## config.mk

```make
export PLATFORM = sky130hd
export DESIGN_NAME = gtsf_transfer_flags
export DESIGN_NICKNAME = d
export VERILOG_FILES = /design/src/hw/gtsf_pkg.sv /design/src/hw/gtsf_transfer_flags.sv
export SDC_FILE = /design/constraint.sdc
export NUM_CORES = 1
export LEC_CHECK = 0
export BUFFER_PORTS_ARGS = -buffer_cell sky130_fd_sc_hd__buf_4
export CORE_ASPECT_RATIO = 1.1
export CORE_MARGIN = 1
export CORE_UTILIZATION = 35
export DETAILED_ROUTE_END_ITERATION = 12
export GPL_TIMING_DRIVEN = 0
export PLACE_DENSITY_LB_ADDON = 0.25
export SYNTH_ARGS = -nofsm -noshare
export SYNTH_HDL_FRONTEND = slang
export SYNTH_SLANG_ARGS = --single-unit
```

## constraint.sdc

```tcl
create_clock -name clock_i -period 2.48 [get_ports clock_i]
set_clock_uncertainty 0.2 [all_clocks]
set_input_delay 0.496 -clock clock_i [delete_from_list [all_inputs] [get_ports clock_i]]
set_output_delay 0.496 -clock clock_i [all_outputs]
set_load 0.005 [all_outputs]
```

## src/hw/gtsf_pkg.sv

```systemverilog
package gtsf_pkg;

  // register byte addresses on the slave port
  localparam logic [4:0] STATUS_OFS = 5'h00;
  localparam logic [4:0] MASK_OFS = 5'h04;
  localparam logic [4:0] MASK2_OFS = 5'h08;
  localparam logic [4:0] OUTBYTE_OFS = 5'h0C;
  localparam logic [4:0] INBYTE_OFS = 5'h10;
  localparam logic [4:0] CORE_OFS = 5'h14;

  // bit positions in status and mask
  localparam int ERR_BIT = 2;
  localparam int DO_BIT = 1;
  localparam int IN_BIT = 0;

  // bit positions in second_event_mask
  localparam int DMA_OUT_BIT = 5;
  localparam int DMA_IN_BIT = 4;

  // reset values
  localparam logic [7:0] STATUS_RST = 8'h00;
  localparam logic [7:0] MASK_RST = 8'h00;
  localparam logic [7:0] MASK2_RST = 8'h00;
  localparam logic [7:0] BYTE_RST = 8'h00;

  // handshake states reported by the talk/listen core
  typedef struct packed {
    logic tacs;
    logic sgns;
    logic sids;
    logic sdys;
    logic sdys_to_sids;
    logic dac;
    logic rfd;
    logic lacs;
    logic acds;
    logic cont_listen;
    logic rfd_holdoff;
    logic finish_hs;
  } gtsf_core_type;

  typedef struct packed {
    logic [4:0] address;
    logic read;
    logic write;
    logic [3:0] byteenable;
    logic [31:0] writedata;
  } gtsf_avl_req_type;

endpackage : gtsf_pkg

```

## src/hw/gtsf_transfer_flags.sv

```systemverilog
// Notes on behaviour
// - byte written in source idle or delay-to-idle transition sets error flag
// - active talker sending with no listener present sets error flag
// - error flag means the outgoing byte was dropped, never resent
// - error flag clears on reset and after a status read
// - data-out flag sets when talker active and source generate become true
// - data-out flag clears on status read, talker end or generate end
// - data-out flag also drops on outgoing byte write or talker loss
// - dma output enable turns data-out into a dma request
// - data-in flag sets on listener active, accept data, continuous listen
// - data-in clears on reset, status read, data read, finish in holdoff
// - dma input enable turns data-in into a dma request
// - flag with enable set raises interrupt; flags ignore enables
// - events during a status read are kept, not lost
// - outgoing byte write starts the source handshake
// - ready-for-data held false until incoming byte removed
`timescale 1ns/100ps
`default_nettype none

module gtsf_transfer_flags (
  input wire logic clock_i,
  input wire logic srst_i,
  input wire gtsf_pkg::gtsf_avl_req_type avl_req_i,
  output logic [31:0] avl_readdata_o,
  output logic avl_waitrequest_o,
  input wire gtsf_pkg::gtsf_core_type core_i,
  input wire logic [7:0] in_byte_i,
  output logic [7:0] out_byte_o,
  output logic out_byte_load_o,
  output logic rfd_hold_o,
  output logic irq_o,
  output logic dma_req_o
);
  import gtsf_pkg::*;

  ////////////////////////////////////////////////////////////////////
  logic [7:0] status_reg;
  logic [7:0] status_next;
  logic [7:0] mask_reg;
  logic [7:0] mask2_reg;
  logic [7:0] in_byte_reg;
  logic [7:0] out_byte_reg;
  logic [7:0] rd_snap_reg;
  logic [31:0] readdata_reg;
  logic wait_reg;
  logic talk_gen_reg;
  logic load_reg;
  logic rfd_hold_reg;
  logic irq_reg;
  logic dma_reg;

  ////////////////////////////////////////////////////////////////////
  // bus decode; effects happen only at the completing edge
  // the request is seen one edge early, so the answer and the
  // snapshot come from one consistent view of the registers
  // read and write are never high together; either one is a request
  wire req = avl_req_i.read | avl_req_i.write;
  wire first_edge = req & wait_reg;
  wire done = req & ~wait_reg;
  // byte lane 0 carries every register but the 12-bit core state readback; other lanes are ignored
  wire lane0 = avl_req_i.byteenable[0];
  wire wr_done = done & avl_req_i.write & lane0;
  wire rd_done = done & avl_req_i.read;

  // map: status, mask, second mask, outgoing byte, incoming byte, core
  // state readback; the outgoing byte reads as zero, it is write only
  wire at_status = avl_req_i.address == STATUS_OFS;
  wire at_mask = avl_req_i.address == MASK_OFS;
  wire at_mask2 = avl_req_i.address == MASK2_OFS;
  wire at_out = avl_req_i.address == OUTBYTE_OFS;
  wire at_in = avl_req_i.address == INBYTE_OFS;

  // register strobes, one cycle wide
  wire wr_mask = wr_done & at_mask;
  wire wr_mask2 = wr_done & at_mask2;
  wire wr_out = wr_done & at_out;
  wire rd_status = rd_done & at_status;
  // a dma engine empties the incoming byte through this same read
  wire rd_in = rd_done & at_in;

  function automatic logic [31:0] rd_mux(input logic [4:0] a, input logic [7:0] st,
                                         input logic [7:0] m, input logic [7:0] m2,
                                         input logic [7:0] ib, input gtsf_core_type c);
    logic [31:0] v;
    v = 32'h0000_0000;
    unique case (a)
      STATUS_OFS: v[7:0] = st;
      MASK_OFS: v[7:0] = m;
      MASK2_OFS: v[7:0] = m2;
      INBYTE_OFS: v[7:0] = ib;
      CORE_OFS: v[11:0] = c;
      default: v = 32'h0000_0000;
    endcase
    return v;
  endfunction : rd_mux

  ////////////////////////////////////////////////////////////////////
  // flag events
  wire talk_gen = core_i.tacs & core_i.sgns;
  wire no_listener = core_i.tacs & core_i.sdys & core_i.dac & core_i.rfd;
  wire late_write = wr_out & (core_i.sids | core_i.sdys_to_sids);
  wire err_set = late_write | no_listener;
  wire do_set = talk_gen & ~talk_gen_reg;
  // byte accepted
  // level: it sets again each cycle the acceptor stays in accept data
  wire in_set = core_i.lacs & core_i.acds & core_i.cont_listen;

  wire [7:0] rd_clr = rd_status ? rd_snap_reg : 8'h00;
  wire do_drop = ~core_i.tacs | ~core_i.sgns;
  // finish in holdoff; a read of the incoming byte also clears
  wire in_drop = rd_in | (core_i.finish_hs & core_i.rfd_holdoff);

  // next flag values; a set always wins over a clear in the same cycle
  // error flag
  // read clear
  wire err_clear = rd_clr[ERR_BIT];
  wire err_keep = status_reg[ERR_BIT] & ~err_clear;
  wire err_next = err_keep | err_set;

  // data-out flag
  // write or talker loss
  wire out_clear = rd_clr[DO_BIT] | wr_out | do_drop;
  wire out_keep = status_reg[DO_BIT] & ~out_clear;
  wire out_next = out_keep | do_set;

  // data-in flag
  wire in_clear = rd_clr[IN_BIT] | in_drop;
  wire in_keep = status_reg[IN_BIT] & ~in_clear;
  wire in_next = in_keep | in_set;

  // other status bits belong to events kept outside this block; they stay zero
  always_comb begin
    status_next = status_reg & ~rd_clr;
    status_next[ERR_BIT] = err_next;
    status_next[DO_BIT] = out_next;
    status_next[IN_BIT] = in_next;
  end

  ////////////////////////////////////////////////////////////////////
  // enabled flags
  wire irq_next = |(status_next & mask_reg);
  // dma out
  // the host keeps the matching irq enable clear while using dma
  wire dma_out = out_next & mask2_reg[DMA_OUT_BIT];
  wire dma_in = in_next & mask2_reg[DMA_IN_BIT];

  ////////////////////////////////////////////////////////////////////
  // one wait cycle on every access, so no master sees a zero-wait answer
  // it also keeps back-to-back accesses from meeting in one cycle
  always_ff @(posedge clock_i) begin
    if (srst_i) begin
      wait_reg <= 1'b1;
    end else begin
      wait_reg <= ~first_edge;
    end
  end

  // read data comes from the same edge as the status snapshot
  always_ff @(posedge clock_i) begin
    if (srst_i) begin
      readdata_reg <= 32'h0000_0000;
    end else if (first_edge) begin
      readdata_reg <= rd_mux(avl_req_i.address, status_reg, mask_reg, mask2_reg,
                             in_byte_reg, core_i);
    end
  end

  // snapshot of the flags shown to the reader
  always_ff @(posedge clock_i) begin
    if (srst_i) begin
      rd_snap_reg <= STATUS_RST;
    end else if (first_edge) begin
      rd_snap_reg <= status_reg;
    end
  end

  ////////////////////////////////////////////////////////////////////
  // mask registers; written only at the completing edge
  always_ff @(posedge clock_i) begin
    if (srst_i) begin
      mask_reg <= MASK_RST;
    end else if (wr_mask) begin
      mask_reg <= avl_req_i.writedata[7:0];
    end
  end

  always_ff @(posedge clock_i) begin
    if (srst_i) begin
      mask2_reg <= MASK2_RST;
    end else if (wr_mask2) begin
      mask2_reg <= avl_req_i.writedata[7:0];
    end
  end

  ////////////////////////////////////////////////////////////////////
  // flag storage
  // reset clears flags
  always_ff @(posedge clock_i) begin
    if (srst_i) begin
      status_reg <= STATUS_RST;
    end else begin
      status_reg <= status_next;
    end
  end

  // last talk-generate level, for the rise
  always_ff @(posedge clock_i) begin
    if (srst_i) begin
      talk_gen_reg <= 1'b0;
    end else begin
      talk_gen_reg <= talk_gen;
    end
  end

  ////////////////////////////////////////////////////////////////////
  // outgoing byte path
  // dropped byte not loaded
  wire out_take = wr_out & ~late_write;

  always_ff @(posedge clock_i) begin
    if (srst_i) begin
      load_reg <= 1'b0;
    end else begin
      load_reg <= out_take;
    end
  end

  // byte stays put once loaded; incoming reads never touch it
  always_ff @(posedge clock_i) begin
    if (srst_i) begin
      out_byte_reg <= BYTE_RST;
    end else if (out_take) begin
      out_byte_reg <= avl_req_i.writedata[7:0];
    end
  end

  ////////////////////////////////////////////////////////////////////
  // incoming byte path
  // a byte arriving as the old one is read is still captured
  wire in_take = in_set & (~rfd_hold_reg | rd_in);

  always_ff @(posedge clock_i) begin
    if (srst_i) begin
      in_byte_reg <= BYTE_RST;
    end else if (in_take) begin
      in_byte_reg <= in_byte_i;
    end
  end

  // hold until removed
  // a new byte wins over the read that removes the old one
  always_ff @(posedge clock_i) begin
    if (srst_i) begin
      rfd_hold_reg <= 1'b0;
    end else if (in_set) begin
      rfd_hold_reg <= 1'b1;
    end else if (rd_in) begin
      rfd_hold_reg <= 1'b0;
    end
  end

  ////////////////////////////////////////////////////////////////////
  // request outputs, straight from flops
  // interrupt registered at the same edge as the flags
  always_ff @(posedge clock_i) begin
    if (srst_i) begin
      irq_reg <= 1'b0;
    end else begin
      irq_reg <= irq_next;
    end
  end

  always_ff @(posedge clock_i) begin
    if (srst_i) begin
      dma_reg <= 1'b0;
    end else begin
      dma_reg <= dma_out | dma_in;
    end
  end

  assign avl_readdata_o = readdata_reg;
  assign avl_waitrequest_o = wait_reg;
  assign out_byte_o = out_byte_reg;
  assign out_byte_load_o = load_reg;
  assign rfd_hold_o = rfd_hold_reg;
  assign irq_o = irq_reg;
  assign dma_req_o = dma_reg;

endmodule : gtsf_transfer_flags

`default_nettype wire

```

==> impl_metrics.csv, run 1 <==
group,metric,value,unit
floorplanning,core_area,7960,um^2
clock_tree,post_cts_buffers,0,
power_and_ir_drop,p_leak,1.65,nW
timing,fin_crit_sh,81.0,%
drt,first_pass_iters,4,
critical_path,cp.required,2.50,ns
clock_tree,numCtsBuffers,9,
placement,globalplace.congestion,0.896,
synthesis,yosysUniqueCellTypes,45,
outcome,status,"complete, no violations",
flow_run,cap_violations,0,
clock_tree,clk_transition_reported_paths,0.07,ns
synthesis,synth_most_common_cell,"dfxtp_1",
critical_path,crit_type,"flop to flop",
timing,final.setup.tns,0,ns
placement,dp.final_hpwl,5.86,mm
clock_tree,ctsResizeCount,0,
clock_tree,clk_latency,0.35,ns
critical_path,rr_endpoint,"out_byte_o[6]$_SDFFE_PP0P_",
critical_path,critPathMaxStageDelay,0.38,ns
critical_path,end_kind,"flop",
power_and_ir_drop,ir_drop,0.301,mV
hold_path,hp-start,"srst_i",
finish,fillers,797,
critical_path,cp_max_fo,9,
floorplanning,fp.dieW,88.6,um
grt,overflow,0,
finish,antennaDiodeCount,0,
grt,grt_use_total,19.6,%
critical_path,cp_num_buf_inv,1,
drt,wl_per_cell,14.6,um
grt,grt_pass1_wl,12.5,mm
timing,final.min_clock_period,2.01,ns
critical_path,crit_family,"simple AND/OR/NAND/NOR gates",
timing,final_hold_viol_count,0,
grt,first_global_vias,2432,
clock_tree,clk_path_buf_depth,2,
critical_path,reg2reg_from,"avl_waitrequest_o$_SDFF_PP1_",
timing,worst_pin_slew,0.620,ns
synthesis,synth_edf_count,0,
power_and_ir_drop,power.density,588,nW/um^2
clock_tree,htreeDepth,3,
critical_path,critical_path.cell_chain,"and3b_1 > nand4_1 > or3_1 > buf_2 > mux2i_1 > nor2_1",
synthesis,syn-instance-count,328,
synthesis,synth_top_area_cell,"dfxtp_1",
hold_path,hold_path_class,"primary input to flop",
synthesis,ys_top_cells_by_area,"dfxtp_1 46%, mux2i_1 11%, nand2_1 6.9%",
synthesis,yosys_warnings,0,
synthesis,synth_top_cells_by_count,"66 x dfxtp_1, 53 x nand2_1, 39 x nor2_1",
synthesis,synth_top_area_share,45.8,%
finish,drive_above_1_share,26.2,%
critical_path,start_kind,"flop",
grt,grt_max_degree,13,
power_and_ir_drop,finalPower,0.00221,W
drt,antenna_left,0,
floorplanning,dieArea,8620,um^2
floorplanning,boundaryPins,110,
clock_tree,cts_root_buf,"clkbuf_8",
synthesis,synth.avg_cell_area,8.80,um^2
synthesis,synthFlopType,"dfxtp_1",
synthesis,ys_seq_area_share,45.8,%
timing,max-slew-margin-rel,58.7,%
critical_path,slowest_stage,"dfxtp_1",
critical_path,r2r_cells,6,
finish,largest_reg_flops,12,
drt,route.vias.total,2649,
critical_path,rrSetupSlack,0.47,ns
placement,port_buffers,61,
timing,rsz0062_at_grt,"false",
finish,nets,484,
drt,drc,0,
synthesis,synthesis.area,2890,um^2
clock_tree,clock-sinks,66,
clock_tree,holdBufCountCts,0,
finish,area_growth,30.1,%
critical_path,worst-endpoint-arrival,2.03,ns
synthesis,synth-async-reset-ratio,0,%
hold_path,hold_path_end,"talk_gen_reg$_SDFF_PP0_",
drt,drt-total-wl,7.76,mm
timing,setup_viol,0,
drt,via_per_inst,4.98,
grt,antenna_found_initial,0,
timing,finalMaxSlewViolations,0,
clock_tree,cts_tree,"done",
timing,max_freq,0.498,GHz
floorplanning,fp.dieH,97.3,um
floorplanning,initial_core_util,36.3,%
drt,drt_first_iter_violations,199,
synthesis,synth_seq_cells,66,
floorplanning,rows,34,
hold_path,hold_depth,2,
timing,fin_hold_ws,0.126,ns
[stage by stage]
step | util (%) | cell area (um^2) | worst slack (ns) | std cells
6_report | 47.2 | 3760 | 0.471 | 532
5_1_grt | 47.2 | 3760 | 0.341 | 532
4_1_cts | 47.2 | 3760 | 0.491 | 532
3_5_place_dp | 44.7 | 3550 | 0.180 | 516
3_3_place_gp | 44.7 | 3550 | 0.184 | 516
2_1_floorplan | - | 2960 | 0.426 | 347
[where the power goes]
group	switching (W)	internal [W]
clock	0.000431	0.000491
combinational	0.000111	0.0000949
sequential	0.00000866	0.00107
[routing by layer]
metal  share of wire (%)  vias up  GRT usage (%)
li1                    -     1287              -
met1                  44     1251           24.7
met2                  47       89           30.3
met3                 5.1       22           5.10
met4                 3.8        0           10.2
met5                   0        -              0
[placed cells by master (no fill, tap or decap), types with 8 or more instances in the layout]
| master | synthesis | final |
|---|---|---|
| mux2i_1 | 32 | 32 |
| nand3_1 | 13 | 13 |
| nand2_1 | 53 | 53 |
| a21oi_1 | 20 | 20 |
| nor2_1 | 39 | 39 |
| buf_2 | 8 | 8 |
| o21ai_1 | 8 | 8 |
| conb_1 | 1 | 20 |
| clkbuf_8 | 0 | 10 |
| buf_4 | 20 | 81 |
| dfxtp_1 | 66 | 66 |
| clkbuf_1 | 8 | 8 |
[how the worst max path moves through the flow]
stage,startpoint,end,slack [ns],cells past startpoint
after floorplan,avl_req_i[42],irq_o$_SDFF_PP0_,0.43,6
final,avl_waitrequest_o$_SDFF_PP1_,out_byte_o[6]$_SDFFE_PP0P_,0.47,6
after detailed placement,avl_req_i[41],avl_readdata_o[1]$_SDFFE_PP0P_,0.18,6
after CTS,avl_waitrequest_o$_SDFF_PP1_,irq_o$_SDFF_PP0_,0.49,5
after global placement,avl_req_i[41],avl_readdata_o[1]$_SDFFE_PP0P_,0.18,6
after global routing,avl_waitrequest_o$_SDFF_PP1_,out_byte_o[6]$_SDFFE_PP0P_,0.34,6
[cell families (layout without fill, tap and decap cells)]
family	after synthesis	after routing	share of synthesized area, %
muxes	32	32	11.1
AOI/OAI and AO/OA	65	65	15.1
and+or+nand+nor	124	124	19.5
other	1	20	0.130
DFF	66	66	45.8
buffers and inverters	40	117	8.41
[layout make-up]
type	instances	area, um^2	area share (%)
multi-input combinational	241	1400	37.1
sequential	66	1320	35.2
timing repair buffer	61	458	12.2
buffer	38	235	6.26
clock buffer	10	138	3.66
tap	108	135	3.60
clock inverter	6	66.3	1.77
inverter	2	7.51	0.200
Note: power is estimated with default switching activity, not from simulation.
==> run 2, diff against run 1 <==
Clock period 2.48 ns to 1.7 ns, I/O delays scaled along.
==> run 2 against run 1 <==
Against the previous run: cell count is 1.7% higher; sequential power up 46%; maximum frequency grew 5.7%; clock-buffer cell count up 1; the flow now finishes with violations (negative setup slack); sequential share of layout area decreased by 2.4 points; flip-flop and latch count is the same; total power increased by 52%; clock power grew 57%; die area unchanged; first-iteration DRC count rose by 28%; via count up 0.79%; hold slack got worse by 0.098 ns.
==> impl_metrics.csv, run 2 (synthesis results as in run 1) <==
group,metric,value,unit
hold_path,hold_path_end,"in_byte_reg[5]$_SDFFE_PP0P_",
critical_path,cp.required,1.69,ns
clock_tree,htreeDepth,3,
timing,final.min_clock_period,1.90,ns
timing,worst_pin_slew,0.662,ns
clock_tree,clk_transition_reported_paths,0.08,ns
timing,setup_ws,-0.201,ns
hold_path,hp-start,"in_byte_i[5]",
power_and_ir_drop,ir_drop,0.539,mV
clock_tree,clk_path_buf_depth,2,
placement,dp.final_hpwl,5.91,mm
critical_path,slowest_stage,"or3b_4",
timing,finalMaxSlewViolations,0,
floorplanning,fp.dieH,97.3,um
drt,drc,0,
critical_path,critPathMaxStageDelay,0.42,ns
drt,route.vias.total,2670,
critical_path,cp_num_buf_inv,0,
timing,max-slew-margin-rel,55.9,%
clock_tree,clock-sinks,66,
critical_path,start_kind,"flop",
outcome,violations,"negative setup slack",
grt,first_global_vias,2407,
placement,dp_slack,-0.505,ns
hold_path,hold_path_class,"primary input to flop",
critical_path,reg2reg_from,"avl_waitrequest_o$_SDFF_PP1_",
floorplanning,boundaryPins,110,
floorplanning,core_area,7960,um^2
grt,grt_max_degree,13,
finish,instances_no_fill,541,
timing,final_hold_viol_count,0,
drt,drt_first_iter_violations,255,
timing,setup_viol,27,
critical_path,cp_max_fo,6,
outcome,status,"finished with violations",
placement,dp_cells,516,
finish,drive_above_1_share,32.1,%
critical_path,worst-endpoint-arrival,1.89,ns
finish,area_growth,40.1,%
finish,layout_common_cells,"84 x buf_4, 65 x dfxtp_1, 52 x nand2_1",
placement,globalplace.congestion,0.847,
floorplanning,dieArea,8620,um^2
clock_tree,cts_root_buf,"clkbuf_8",
power_and_ir_drop,power.density,831,nW/um^2
critical_path,rr_endpoint,"irq_o$_SDFF_PP0_",
grt,grt_pass1_wl,12.5,mm
timing,fin_crit_sh,112,%
critical_path,worstSetupStartpoint,"avl_waitrequest_o$_SDFF_PP1_",
timing,rsz0062_at_grt,"true",
grt,grt_use_total,19.4,%
hold_path,hold_depth,3,
clock_tree,cts_tree,"done",
power_and_ir_drop,finalPower,0.00336,W
power_and_ir_drop,p_leak,1.74,nW
critical_path,crit_type,"flop to flop",
clock_tree,numCtsBuffers,9,
placement,port_buffers,61,
finish,nets,493,
drt,drt-total-wl,8.05,mm
grt,overflow,0,
floorplanning,fp.dieW,88.6,um
finish,antennaDiodeCount,0,
drt,antenna_left,0,
timing,max_freq,0.526,GHz
grt,antenna_found_initial,0,
critical_path,rrSetupSlack,-0.20,ns
critical_path,end_kind,"flop",
finish,largest_reg_flops,12,
critical_path,r2r_cells,5,
clock_tree,clk_latency,0.35,ns
drt,wl_per_cell,14.9,um
critical_path,critical_path.cell_chain,"or3b_4 > o311ai_4 > nand2_1 > a221oi_2 > a41oi_2",
drt,via_per_inst,4.94,
flow_run,cap_violations,0,
critical_path,crit_family,"compound AO/OA/AOI/OAI gates",
floorplanning,initial_core_util,36.3,%
drt,first_pass_iters,4,
floorplanning,rows,34,
finish,final_common_cell,"buf_4",
finish,fillers,750,
==> run 2: worst max-delay path by stage <==
stage               cells past startpoint                              to  slack [ns]
finish                                  5                irq_o$_SDFF_PP0_       -0.20
detailed placement                      6  avl_readdata_o[1]$_SDFFE_PP0P_       -0.50
CTS                                     6                irq_o$_SDFF_PP0_       -0.22
global placement                        6                irq_o$_SDFF_PP0_       -0.51
floorplan                               6                irq_o$_SDFF_PP0_       -0.16
global route                            6      out_byte_o[1]$_SDFFE_PP0P_       -0.26
==> run 2: worst min-delay path, stage by stage <==
cell and delay (ns):
buf_4 0.07, mux2i_1 0.05, nor2_1 0.07
==> run 2: stage by stage <==
| step | util, % | hold WS (ns) | setup TNS [ns] | instance area (um^2) |
|---|---|---|---|---|
| after CTS | 49.4 | 0.0241 | -2.05 | 3930 |
| final | 50.9 | 0.0283 | -2.58 | 4050 |
| after global placement | 45.0 | 0.240 | -14.09 | 3580 |
| after floorplan | - | 0.219 | -0.937 | 2990 |
| after detailed placement | 45.0 | 0.243 | -14.00 | 3580 |
| after global routing | 50.9 | 0.0498 | -5.46 | 4050 |
==> run 2: what timing repair did <==
action / 4_1_cts / 5_1_grt
endpoints found under the hold margin: 1 / 0
endpoints found under the setup margin: 31 / 44
pin swaps: 8 / 7
gates resized for setup: 16 / 21
hold buffers: 1 / 0
buffers inserted: 5 / 4
==> run 2: area by class of cell <==
class	instances	area (um^2)	area share (%)
Multi-Input combinational cell	241	1530	37.8
Clock buffer	11	163	4.02
Tap cell	108	135	3.34
Timing Repair Buffer	71	571	14.1
Inverter	2	7.51	0.186
Sequential cell	66	1330	32.7
Clock inverter	5	60.1	1.48
Buffer	37	256	6.34
==> run 2: per-layer routing <==
layer	track usage, %	up-vias	share of wire (%)
met5	0	-	0
met4	6.45	0	1.4
met3	3.74	9	6.2
met2	31.4	108	49
met1	25.7	1248	44
li1	-	1305	-
==> run 2: power by group <==
group          total [W]  switching (W)  internal, W
sequential       0.00158      0.0000141      0.00156
combinational   0.000344       0.000182     0.000162
clock            0.00145       0.000640     0.000806
==> run 3, diff against run 2 <==
Settings changed: SKIP_LAST_GASP set to 1.
==> run 3 against run 2 <==
Against the previous run: the run still ends with negative setup slack left; sequential power about the same; total power decreased by 0.12%; largest cell class unchanged; cell count is the same; critical path depth stayed put; clock-buffer cell count is the same; maximum frequency hardly changed; non-clock buffer count stayed put; hold slack lost 0.0018 ns; wire length decreased by 0.15%.
==> impl_metrics.csv, run 3 (synthesis results as in run 1) <==
group,metric,value,unit
outcome,status,"finished with violations",
outcome,violations,"negative setup slack",
timing,worst_pin_slew,0.670,ns
timing,setup_ws,-0.202,ns
grt,first_global_vias,2407,
timing,fin_crit_sh,112,%
floorplanning,initial_core_util,36.3,%
flow_run,cap_violations,0,
critical_path,r2r_cells,5,
power_and_ir_drop,power.density,833,nW/um^2
timing,finalMaxSlewViolations,0,
placement,dp_cells,516,
power_and_ir_drop,p_sw,0.000832,W
drt,wl_per_cell,14.8,um
floorplanning,fp.dieH,97.3,um
drt,antenna_left,0,
placement,port_buffers,61,
timing,final_hold_viol_count,0,
critical_path,rr_endpoint,"irq_o$_SDFF_PP0_",
critical_path,rrSetupSlack,-0.20,ns
clock_tree,clk_transition_reported_paths,0.08,ns
power_and_ir_drop,finalPower,0.00336,W
finish,layout_common_cells,"85 x buf_4, 65 x dfxtp_1, 52 x nand2_1",
critical_path,worst-endpoint-arrival,1.90,ns
clock_tree,clk_path_buf_depth,2,
critical_path,start_kind,"flop",
clock_tree,cts_root_buf,"clkbuf_8",
finish,antennaDiodeCount,0,
drt,first_pass_iters,5,
floorplanning,core_area,7960,um^2
drt,drc,0,
grt,antenna_found_initial,0,
critical_path,end_kind,"flop",
critical_path,crit_type,"flop to flop",
floorplanning,dieArea,8620,um^2
finish,final_area,4040,um^2
timing,max_freq,0.526,GHz
finish,largest_reg_flops,12,
power_and_ir_drop,sw_frac_of_total,24.8,%
grt,grt_use_total,19.4,%
floorplanning,rows,34,
critical_path,critical_path.cell_chain,"or3b_4 > o311ai_4 > nand2_1 > a221oi_2 > a41oi_2",
finish,nets,493,
critical_path,slowest_stage,"or3b_4",
power_and_ir_drop,ir_drop,0.539,mV
timing,final.min_clock_period,1.90,ns
power_and_ir_drop,cellInternalPower,0.00253,W
power_and_ir_drop,pwr-share-seq,46.9,%
grt,grt_max_degree,13,
critical_path,reg2reg_from,"avl_waitrequest_o$_SDFF_PP1_",
clock_tree,numCtsBuffers,9,
clock_tree,cts_tree,"done",
drt,drt-total-wl,8.03,mm
critical_path,critPathMaxStageDelay,0.42,ns
floorplanning,fp.dieW,88.6,um
drt,via_per_inst,4.93,
hold_path,hold_path_end,"in_byte_reg[5]$_SDFFE_PP0P_",
clock_tree,clk_latency,0.35,ns
grt,overflow,0,
critical_path,cp.required,1.70,ns
hold_path,hold_path_class,"primary input to flop",
clock_tree,htreeDepth,3,
power_and_ir_drop,p_leak,1.74,nW
finish,drive_above_1_share,31.9,%
finish,final_common_cell,"buf_4",
timing,max-slew-margin-rel,55.3,%
placement,globalplace.congestion,0.847,
power_and_ir_drop,combPwrFrac,10.2,%
clock_tree,clock-sinks,66,
hold_path,hp-start,"in_byte_i[5]",
floorplanning,boundaryPins,110,
drt,route.vias.total,2668,
placement,dp.final_hpwl,5.91,mm
grt,grt_pass1_wl,12.5,mm
hold_path,hold_depth,3,
timing,setup_viol,28,
power_and_ir_drop,pwr-share-clk,42.9,%
finish,instances_no_fill,541,
critical_path,cp_max_fo,6,
finish,finish.utilization,50.7,%
placement,dp_slack,-0.505,ns
drt,drt_first_iter_violations,244,
placement,dpl_cell_area,3580,um^2
timing,rsz0062_at_grt,"true",
finish,area_growth,39.8,%
run 3: layout make-up:
type	count	area (um^2)
clock inverters	5	60.1
clock buffers	11	163
inverters	2	7.51
multi-input cells	241	1520
flip-flops and latches	66	1330
plain buffers	37	256
well taps	108	135
repair buffers	71	567
fillers	752	3920
run 3: worst max path at each step:
| stage | start | to | slack [ns] | cells after the start |
|---|---|---|---|---|
| after floorplan | avl_req_i[42] | irq_o$_SDFF_PP0_ | -0.16 | 6 |
| after global placement | avl_req_i[41] | irq_o$_SDFF_PP0_ | -0.51 | 6 |
| after detailed placement | avl_req_i[41] | avl_readdata_o[1]$_SDFFE_PP0P_ | -0.50 | 6 |
| after CTS | avl_waitrequest_o$_SDFF_PP1_ | irq_o$_SDFF_PP0_ | -0.22 | 6 |
| after global routing | avl_waitrequest_o$_SDFF_PP1_ | out_byte_o[1]$_SDFFE_PP0P_ | -0.26 | 6 |
| final | avl_waitrequest_o$_SDFF_PP1_ | irq_o$_SDFF_PP0_ | -0.20 | 5 |
run 3: power groups by stage:
stage	registers, W	logic [W]	clock network [W]
finish	0.00158	0.000343	0.00144
global route	0.00158	0.000371	0.00153
CTS	0.00158	0.000322	0.00145
detailed placement	0.00161	0.000305	0
global placement	0.00161	0.000305	0
floorplan	0.00161	0.000166	0
run 3: per-layer routing:
metal | share of wire [%] | global-route usage, %
met1 | 43 | 25.7
met2 | 49 | 31.4
met3 | 6.7 | 3.74
met4 | 1.4 | 6.45
met5 | 0 | 0
run 3: metrics by stage:
stage,TNS (ns),hold slack (ns)
global route,-5.61,0.0498
CTS,-2.05,0.0241
global placement,-14.09,0.240
detailed placement,-14.00,0.243
finish,-2.69,0.0265
floorplan,-0.937,0.219
run 3: what timing repair did:
action | 4_1_cts | 5_1_grt
hold buffers | 1 | 0
buffers inserted | 5 | 4
hold endpoints to repair | 1 | 0
gates resized for setup | 16 | 18
pin swaps | 8 | 6
endpoints found under the setup margin | 31 | 44
run 3: worst max-delay path, delay by kind of cell (launching register included):
family | cells | cell delay, ns
compound gates | 3 | 0.64
flops | 1 | 0.37
simple gates | 2 | 0.54
